`src/include/ccg_regs.vh`:
```
`ifndef CCG_REGS_VH
`define CCG_REGS_VH

// Register byte offsets
`define CCG_OFS_PWR      12'h000
`define CCG_OFS_SEL0     12'h004
`define CCG_OFS_TICK     12'h008
`define CCG_OFS_DIV      12'h00c
`define CCG_OFS_PCLK     12'h010
`define CCG_OFS_STAT     12'h014

// power_control_reg fields
`define CCG_PWR_FXT_EN   0
`define CCG_PWR_SXT_EN   1
`define CCG_PWR_RC22_EN  2
`define CCG_PWR_RC48_EN  3
`define CCG_PWR_SRC_EN   4
`define CCG_PWR_PD_EN    7
`define CCG_PWR_WAIT     8
`define CCG_PWR_RST      9'h014

// clock_select_reg0 fields
`define CCG_SEL_SYS_LO   0
`define CCG_SEL_SYS_HI   2
`define CCG_SEL_TICK_LO  3
`define CCG_SEL_TICK_HI  5
`define CCG_SEL_PLLREF   6
`define CCG_SEL0_RST     7'h07

// tick_timer_control field
`define CCG_TICK_CPU     2
`define CCG_TICK_RST     3'h4

// divider_control_reg fields
`define CCG_DIV_N_LO     0
`define CCG_DIV_N_HI     3
`define CCG_DIV_EN       4
`define CCG_DIV_BYP      5
`define CCG_DIV_RST      6'h00

// Peripheral clock register: [3:0] enable, [7:4] low-speed source
`define CCG_PCLK_RST     8'h00
`define CCG_NPER         4

// Source indices of the synchroniser bank
`define CCG_SRC_FXT      0
`define CCG_SRC_SXT      1
`define CCG_SRC_PLL      2
`define CCG_SRC_RC22     3
`define CCG_SRC_RC48     4
`define CCG_SRC_SRC      5
`define CCG_SRC_DIVIN    6
`define CCG_SRC_WAKE     7
`define CCG_NSYNC        8

// Divider chain length
`define CCG_DIV_STAGES   16

`endif

```
`src/design/ccg_gfmux.v`:
```
`include "ccg_regs.vh"

// Four-to-one source switch on sampled clock levels.
module ccg_gfmux (
  input  wire       mclk,
  input  wire       rst,
  input  wire [3:0] src_lvl,
  input  wire [1:0] sel,
  output reg        clk_out_q
);

  reg  [1:0] cur_q;
  wire       switch_ok;

  // Hand over only while both old output and new source sit low,
  // so no shortened high phase can appear
  assign switch_ok = (sel != cur_q) && !clk_out_q && !src_lvl[sel];

  always @(posedge mclk or posedge rst) begin
    if (rst) begin
      cur_q     <= 2'h0;
      clk_out_q <= 1'b0;
    end else begin
      if (switch_ok) begin
        cur_q     <= sel;
        clk_out_q <= 1'b0;
      end else begin
        clk_out_q <= src_lvl[cur_q];
      end
    end
  end

endmodule // ccg_gfmux

```
`src/design/ccg_fdiv.v`:
```
`include "ccg_regs.vh"

// Power-of-2 divider with stop-at-low and bypass.
module ccg_fdiv (
  input  wire       mclk,
  input  wire       rst,
  input  wire       in_lvl,
  input  wire       enable,
  input  wire       bypass,
  input  wire [3:0] ratio,
  output reg        clk_out_q
);

  reg  [`CCG_DIV_STAGES-1:0] chain_q;
  reg                        in_prev_q;
  reg                        running_q;
  wire                       in_rise;
  wire                       stage_out;

  assign in_rise   = in_lvl && !in_prev_q;
  // Bit n of the count toggles at Fin / 2^(n+1)
  assign stage_out = chain_q[ratio];

  always @(posedge mclk or posedge rst) begin
    if (rst) begin
      chain_q   <= {`CCG_DIV_STAGES{1'b0}};
      in_prev_q <= 1'b0;
      running_q <= 1'b0;
      clk_out_q <= 1'b0;
    end else begin
      in_prev_q <= in_lvl;
      if (enable)
        running_q <= 1'b1;
      else if (running_q && !stage_out)
        running_q <= 1'b0;
      if ((enable || running_q) && in_rise)
        chain_q <= chain_q + {{(`CCG_DIV_STAGES-1){1'b0}}, 1'b1};
      if (bypass)
        clk_out_q <= in_lvl & enable;
      else if (running_q)
        clk_out_q <= stage_out;
      else
        clk_out_q <= 1'b0;
    end
  end

endmodule // ccg_fdiv

```
`src/design/ccg_top.v`:
```
// Overview of operation
// - Enter power-down on wait-for-interrupt only with both power bits set.
// - Stay in power-down until a wake-up interrupt arrives, then leave.
// - Power-down stops the fast crystal and both fast RC oscillators.
// - Provide clock gating, source selection and division for clocks.
// - Six clock sources: two crystals, PLL, two fast RCs, slow RC.
// - PLL reference selects fast crystal or the 22 MHz RC oscillator.
// - System clock picks one of four sources by select bits 2..0.
// - Tick timer runs on CPU clock or external tick clock, bit 2.
// - External tick clock picks one of four sources by bits 5..3.
// - Slow RC and slow crystal keep running during power-down.
// - In power-down peripheral clocks live only on low-speed sources.
// - Sixteen chained halving stages, one routed out by a mux.
// - Output frequency is input over two to the power N plus one.
// - Writing divider enable one starts the chain counting.
// - Clearing enable runs the chain until output low, then holds low.
// - Bypass bit with enable set sends the divider input straight to the output pin; with enable clear the pin stays low.
//
// The register addresses and the APB interface to the registers were decided locally.
`include "ccg_regs.vh"

module ccg_top (
  input  wire        mclk,
  input  wire        rst,
  input  wire        psel,
  input  wire        penable,
  input  wire        pwrite,
  input  wire [11:0] paddr,
  input  wire [31:0] pwdata,
  output reg  [31:0] prdata,
  output wire        pready,
  output wire        pslverr,
  input  wire        fast_crystal_osc,
  input  wire        slow_crystal_osc,
  input  wire        pll_out,
  input  wire        fast_rc_osc_22m,
  input  wire        fast_rc_osc_48m,
  input  wire        slow_rc_osc,
  input  wire        divider_input_clock,
  input  wire        wakeup_irq,
  input  wire        wait_for_interrupt_insn,
  output reg         fast_xtal_enable,
  output reg         slow_xtal_enable,
  output reg         rc22_enable,
  output reg         rc48_enable,
  output reg         slow_rc_enable,
  output reg         pll_ref_select,
  output reg         pll_ref_clock,
  output wire        system_clock,
  output reg         cpu_clock,
  output wire        tick_external_clock,
  output reg         tick_clock,
  output reg  [3:0]  periph_clock,
  output wire        clock_output_pin,
  output reg         powerdown_active
);

  localparam ST_RUN  = 1'b0;
  localparam ST_DOWN = 1'b1;

  // Selection field to one of four source slots; unlisted codes fall
  // back to slot 3 so a bad write never leaves the clock dead
  function [1:0] sel_decode;
    input [2:0] code;
    begin
      case (code)
        3'h0:    sel_decode = 2'h0;
        3'h1:    sel_decode = 2'h1;
        3'h2:    sel_decode = 2'h2;
        default: sel_decode = 2'h3;
      endcase
    end
  endfunction

  ////////////////////////////////////////////////////////////////////////
  // Synchronisers for all pins from foreign domains

  wire [`CCG_NSYNC-1:0] raw_in;
  reg  [`CCG_NSYNC-1:0] sync1_q;
  reg  [`CCG_NSYNC-1:0] sync2_q;

  assign raw_in = {wakeup_irq, divider_input_clock, slow_rc_osc,
                   fast_rc_osc_48m, fast_rc_osc_22m, pll_out,
                   slow_crystal_osc, fast_crystal_osc};

  genvar gi;
  generate
    for (gi = 0; gi < `CCG_NSYNC; gi = gi + 1) begin : g_sync
      always @(posedge mclk or posedge rst) begin
        if (rst) begin
          sync1_q[gi] <= 1'b0;
          sync2_q[gi] <= 1'b0;
        end else begin
          sync1_q[gi] <= raw_in[gi];
          sync2_q[gi] <= sync1_q[gi];
        end
      end
    end
  endgenerate

  ////////////////////////////////////////////////////////////////////////
  // Registers

  reg  [8:0] pwr_q;
  reg  [6:0] sel0_q;
  reg  [2:0] tick_q;
  reg  [5:0] div_q;
  reg  [7:0] pclk_q;
  reg        state_q;
  reg        state_d;

  wire       wr_en;
  wire       setup;
  wire       mapped;

  assign setup   = psel && !penable;
  assign wr_en   = psel && penable && pwrite;
  // Registers always answer in the first access cycle
  assign pready  = 1'b1;
  assign mapped  = (paddr == `CCG_OFS_PWR)  || (paddr == `CCG_OFS_SEL0) ||
                   (paddr == `CCG_OFS_TICK) || (paddr == `CCG_OFS_DIV)  ||
                   (paddr == `CCG_OFS_PCLK) || (paddr == `CCG_OFS_STAT);
  assign pslverr = psel && penable && !mapped;

  always @(posedge mclk or posedge rst) begin
    if (rst) begin
      pwr_q  <= `CCG_PWR_RST;
      sel0_q <= `CCG_SEL0_RST;
      tick_q <= `CCG_TICK_RST;
      div_q  <= `CCG_DIV_RST;
      pclk_q <= `CCG_PCLK_RST;
    end else if (wr_en) begin
      case (paddr)
        `CCG_OFS_PWR:  pwr_q  <= pwdata[8:0];
        `CCG_OFS_SEL0: sel0_q <= pwdata[6:0];
        `CCG_OFS_TICK: tick_q <= pwdata[2:0];
        `CCG_OFS_DIV:  div_q  <= pwdata[5:0];
        `CCG_OFS_PCLK: pclk_q <= pwdata[7:0];
        default:       pwr_q  <= pwr_q;
      endcase
    end
  end

  // Read data is captured in the setup cycle, so it stands registered
  // for the whole access phase
  always @(posedge mclk or posedge rst) begin
    if (rst) begin
      prdata <= 32'h00000000;
    end else if (setup && !pwrite) begin
      case (paddr)
        `CCG_OFS_PWR:  prdata <= {23'h000000, pwr_q};
        `CCG_OFS_SEL0: prdata <= {25'h0000000, sel0_q};
        `CCG_OFS_TICK: prdata <= {29'h00000000, tick_q};
        `CCG_OFS_DIV:  prdata <= {26'h0000000, div_q};
        `CCG_OFS_PCLK: prdata <= {24'h000000, pclk_q};
        `CCG_OFS_STAT: prdata <= {23'h000000, state_q,
                                  sync2_q[7:0]};
        default:       prdata <= 32'h00000000;
      endcase
    end
  end

  ////////////////////////////////////////////////////////////////////////
  // Power-down sequencer

  wire pd_armed;
  wire wake_evt;

  assign pd_armed = pwr_q[`CCG_PWR_PD_EN] && pwr_q[`CCG_PWR_WAIT];
  assign wake_evt = sync2_q[`CCG_SRC_WAKE];

  always @* begin
    state_d = state_q;
    case (state_q)
      ST_RUN: begin
        if (wait_for_interrupt_insn && pd_armed)
          state_d = ST_DOWN;
      end
      ST_DOWN: begin
        if (wake_evt)
          state_d = ST_RUN;
      end
      default: state_d = ST_RUN;
    endcase
  end

  always @(posedge mclk or posedge rst) begin
    if (rst) begin
      state_q <= ST_RUN;
    end else begin
      state_q <= state_d;
    end
  end

  wire in_down;
  assign in_down = (state_q == ST_DOWN);

  ////////////////////////////////////////////////////////////////////////
  // Oscillator enables and PLL reference

  always @(posedge mclk or posedge rst) begin
    if (rst) begin
      fast_xtal_enable <= 1'b0;
      slow_xtal_enable <= 1'b0;
      rc22_enable      <= 1'b1;
      rc48_enable      <= 1'b0;
      slow_rc_enable   <= 1'b1;
      pll_ref_select   <= 1'b0;
      pll_ref_clock    <= 1'b0;
      powerdown_active <= 1'b0;
    end else begin
      // Fast sources are forced off while asleep
      fast_xtal_enable <= pwr_q[`CCG_PWR_FXT_EN] && !in_down;
      rc22_enable      <= pwr_q[`CCG_PWR_RC22_EN] && !in_down;
      rc48_enable      <= pwr_q[`CCG_PWR_RC48_EN] && !in_down;
      // Slow sources ignore the sleep state
      slow_xtal_enable <= pwr_q[`CCG_PWR_SXT_EN];
      slow_rc_enable   <= pwr_q[`CCG_PWR_SRC_EN];
      pll_ref_select   <= sel0_q[`CCG_SEL_PLLREF];
      pll_ref_clock    <= sel0_q[`CCG_SEL_PLLREF] ?
                          sync2_q[`CCG_SRC_RC22] :
                          sync2_q[`CCG_SRC_FXT];
      powerdown_active <= in_down;
    end
  end

  ////////////////////////////////////////////////////////////////////////
  // System and tick clock selection

  wire [3:0] sys_src;
  wire [3:0] tick_src;
  wire [1:0] sys_sel;
  wire [1:0] tick_sel;

  assign sys_src  = {sync2_q[`CCG_SRC_RC22], sync2_q[`CCG_SRC_PLL],
                     sync2_q[`CCG_SRC_SXT], sync2_q[`CCG_SRC_FXT]};
  assign tick_src = {sync2_q[`CCG_SRC_RC22], sync2_q[`CCG_SRC_SRC],
                     sync2_q[`CCG_SRC_SXT], sync2_q[`CCG_SRC_FXT]};
  assign sys_sel  = sel_decode(sel0_q[`CCG_SEL_SYS_HI:`CCG_SEL_SYS_LO]);
  assign tick_sel = sel_decode(sel0_q[`CCG_SEL_TICK_HI:`CCG_SEL_TICK_LO]);

  ccg_gfmux u_sys_mux (
    .mclk      (mclk),
    .rst       (rst),
    .src_lvl   (sys_src),
    .sel       (sys_sel),
    .clk_out_q (system_clock)
  );

  ccg_gfmux u_tick_mux (
    .mclk      (mclk),
    .rst       (rst),
    .src_lvl   (tick_src),
    .sel       (tick_sel),
    .clk_out_q (tick_external_clock)
  );

  ////////////////////////////////////////////////////////////////////////
  // Gated CPU, tick and peripheral clocks

  // Low-speed source per peripheral
  wire [3:0] per_slow;
  wire [3:0] per_lvl;
  assign per_slow = pclk_q[7:4];

  generate
    for (gi = 0; gi < `CCG_NPER; gi = gi + 1) begin : g_per
      assign per_lvl[gi] = per_slow[gi] ? sync2_q[`CCG_SRC_SXT] :
                                          system_clock;
      always @(posedge mclk or posedge rst) begin
        if (rst)
          periph_clock[gi] <= 1'b0;
        else
          periph_clock[gi] <= pclk_q[gi] && per_lvl[gi] &&
                              (!in_down || per_slow[gi]);
      end
    end
  endgenerate

  always @(posedge mclk or posedge rst) begin
    if (rst) begin
      cpu_clock  <= 1'b0;
      tick_clock <= 1'b0;
    end else begin
      // CPU stalls with its clock low while asleep
      cpu_clock  <= system_clock && !in_down;
      tick_clock <= tick_q[`CCG_TICK_CPU] ? (system_clock && !in_down) :
                                            tick_external_clock;
    end
  end

  ////////////////////////////////////////////////////////////////////////
  // Frequency divider to the clock output pin

  ccg_fdiv u_fdiv (
    .mclk      (mclk),
    .rst       (rst),
    .in_lvl    (sync2_q[`CCG_SRC_DIVIN]),
    .enable    (div_q[`CCG_DIV_EN]),
    .bypass    (div_q[`CCG_DIV_BYP]),
    .ratio     (div_q[`CCG_DIV_N_HI:`CCG_DIV_N_LO]),
    .clk_out_q (clock_output_pin)
  );

endmodule // ccg_top

```
`config.mk`:
```
export PLATFORM = sky130hd
export DESIGN_NAME = ccg_top
export DESIGN_NICKNAME = d
export VERILOG_FILES = /design/src/design/ccg_gfmux.v /design/src/design/ccg_fdiv.v /design/src/design/ccg_top.v
export VERILOG_INCLUDE_DIRS = /design/src /design/src/include
export SDC_FILE = /design/constraint.sdc
export NUM_CORES = 1
export LEC_CHECK = 0
export BUFFER_PORTS_ARGS = -buffer_cell sky130_fd_sc_hd__buf_2
export CORE_MARGIN = 4
export CORE_UTILIZATION = 48
export DETAILED_ROUTE_END_ITERATION = 12
export PLACE_DENSITY_LB_ADDON = 0.2
export SETUP_SLACK_MARGIN = 0.3
export SYNTH_ARGS = -nofsm -noshare
export SYNTH_HDL_FRONTEND = slang
export SYNTH_SLANG_ARGS = --single-unit
```
`constraint.sdc`:
```
create_clock -name mclk -period 2.5 [get_ports mclk]
set_input_delay 0.125 -clock mclk [delete_from_list [all_inputs] [get_ports mclk]]
set_output_delay 0.125 -clock mclk [all_outputs]
set_load 0.02 [all_outputs]
```
==> impl_metrics.ini <==
[timing]
worstMarginPinSlew_ns = 0.759
hold_viol_final = 0
fmax_ghz = 0.503
finClkSkew_ns = 0.0140
period_share = 0.795
slew_viol_final = 0
period_needed_ns = 1.99
tns_ns = 0
max_slew_margin = 0.489
setup_viol = 0
rsz0062_at_grt = false

[global_routing]
grt_pass1_wl_mm = 15.8
grt_overflow = 0
grt_antenna_before_repair = 0
grt_pass1_vias = 3085
grt_max_degree = 33
grt_usage = 0.180

[worst_setup_path]
crit_type = reg -> reg
path_buf_inv = 0
cp.required_ns = 2.75
critPathMaxStageDelay_ns = 0.66
worst_path_dominant_cell_family = simple AND/OR/NAND/NOR gates
r2r_start = sync2_q[1]
crit_slowest_cell = or4b_2
cp_num_cells = 4
cp_cell_sequence = or4b_2, a31o_2, nand2_1, mux2_2
critPathCaptureType = flop
start_kind = flop
critPathLaunch = sync2_q[1]
r2r_cells = 4
crit_fanout = 9
cp.arrival_ns = 2.23

[power_and_ir_drop]
p_int_uw = 2180
swShare = 0.246
comb_power_share = 0.071
net-switching-power_uw = 713
p_seq_frac = 0.563
power_leakage_uw = 0.00252
peakVddDrop_mv = 0.333
power_density_mw_per_mm2 = 556
clkPwrFrac = 0.366

[clock_network]
clk_pin_slew_ns = 0.10
clk_latency_ns = 0.36
cts_buffers = 9
cts_setup_buffers = 0
htreeDepth = 3
cts_tree = done
clock-root-buffer = clkbuf_8
cts_sinks = 98
cts_resized = 0
cts_buffer_depth = 2

[synthesis]
synth.most_common_cell = dfrtp_1
synthTopCellsByCount = 90 x dfrtp_1, 44 x mux2_2, 27 x nand2_1
syn_area_mm2 = 0.00453
synthSimpleGateAreaFrac = 0.130
synth_edf_count = 0
synth_top_area_frac = 0.497
synth_mux_area_frac = 0.171
ys.flop_type = dfrtp_1
synth_cells = 366
async_flop_share = 1.00
synth_seq_cells = 98
yosysWarnings = 0
synth-xor-area-share = 0.0329
synth_top_family_by_area = multiplexers
ys_seq_area_frac = 0.544
synth.largest_area_cell = dfrtp_1
ys_types = 52
synthAdderAreaFrac = 0.00276
avgSynthCellArea_um2 = 12.4
synth_compound_area_frac = 0.0583
synth_area_leaders = dfrtp_1 50%, mux2_2 11%, dfstp_2 4.6%, buf_4 4.0%, mux4_2 4.0%

[placement]
dp_cells = 532
gp_congestion = 0.801
post-dp-hpwl_mm = 6.91
io_buffers = 61
place_area_mm2 = 0.00489

[finish]
fin_cells = 559
design_area_mm2 = 0.00521
layout.nets = 502
num_antenna_cells = 0
final_util = 0.566
area_growth_pct = 15.0
drive_above_1_share = 0.346
fillers = 805

[worst_hold_path]
min_from = wait_for_interrupt_insn
holdPathStages = 3
hold_path_class = in -> reg

[status]
status = complete, no violations

[routing]
via_per_inst = 5.40
first_pass_iters = 4
totalWireLength_mm = 9.30
drt-initial-drc-count = 112
ant_nets = 0
via_count = 3016
post_drt_wl_per_cell_um = 16.6
drc = 0

[floorplan]
num_rows = 35
ios = 109
core_area_mm2 = 0.00920
die_h_um = 105
dieArea_mm2 = 0.0111
start_util = 0.492
die_x_um = 105

[run]
cap_violations = 0
==> registers in the layout (all words and copies together) (netlist names), 2 cells and up <==
register,count
pclk_q,8
tick_q,3
sync1_q,8
div_q,6
sync2_q,7
pwr_q,9
sel0_q,7
u_tick_mux.cur_q,2
prdata,9
u_sys_mux.cur_q,2
periph_clock,4
u_fdiv.chain_q,16
==> area by class of cell <==
type,count,area [um2],area share
Sequential cell,98,2460,0.473
Multi-Input combinational cell,245,1880,0.361
Timing Repair Buffer,81,483,0.0927
Tap cell,111,139,0.0267
Clock buffer,10,138,0.0264
Clock inverter,6,72.6,0.0139
Inverter,8,33.8,0.00649
==> final timing paths <==
path / slack, ns / end
hold / removal: 0.03 / in_down
hold reg to reg: 0.36 / sync2_q[5]
setup reg to reg: 0.51 / u_tick_mux.cur_q[1]
setup / recovery: 0.51 / u_tick_mux.cur_q[1]
max in group asynchronous: 1.30 / pwr_q[2]
min in group asynchronous: 0.42 / div_q[4]
==> metal layers <==
metal  up-vias  track usage  routed length, um
li1       1423            -                  -
met1      1496        0.242               4260
met2        83        0.292               4420
met3        14       0.0309                403
met4         0       0.0694                209
met5         -            0                  0
==> stage by stage <==
step	worst slack (ns)	hold WS (ns)	total power, uW
detailed placement	0.234	0.234	1850
floorplan	0.529	0.156	1810
global placement	0.263	0.233	1850
finish	0.513	0.0312	2890
CTS	0.528	0.0197	2930
global route	0.469	0.0189	3020
==> worst register-to-register path: cells and delay by family, from the launching register on <==
kind,cells,cell delay [ns]
DFF,1,0.55
and+or+nand+nor,2,0.72
muxes,1,0.32
AOI/OAI and AO/OA,1,0.29
==> logic make-up (layout without fill, tap and decap cells) <==
family	count (synthesis)	in the layout
fa+ha+maj	1	1
other cells	2	24
simple gates	102	102
flops	98	98
compound gates	39	39
xor+xnor	17	17
mux	62	62
buf+inv	45	105
==> placed cells by master (no fill, tap or decap), types with 7 or more instances in the layout <==
cell and count:
clkbuf_8 10, buf_2 61, dlygate4sd3_1 11, mux2i_1 10
xnor2_1 11, inv_1 7, nor2_1 11, dfstp_2 8
nand3_1 12, o21ai_0 7, a21oi_1 12, conb_1 24
nand2_1 27, buf_4 9, dfrtp_1 90, mux4_2 8
mux2_2 44
==> power groups by stage <==
stage | clock network [uW] | registers (uW) | logic [uW]
floorplan | 0 | 1660 | 144
global placement | 0 | 1660 | 192
detailed placement | 0 | 1660 | 195
CTS | 1100 | 1630 | 209
global route | 1160 | 1630 | 229
finish | 1060 | 1630 | 206
==> repair_timing <==
item / in CTS / in global routing
endpoints found under the hold margin: 39 / 0
hold buffers: 11 / 0
endpoints found under the setup margin: 0 / 0
(Power assumes the default switching activity.)
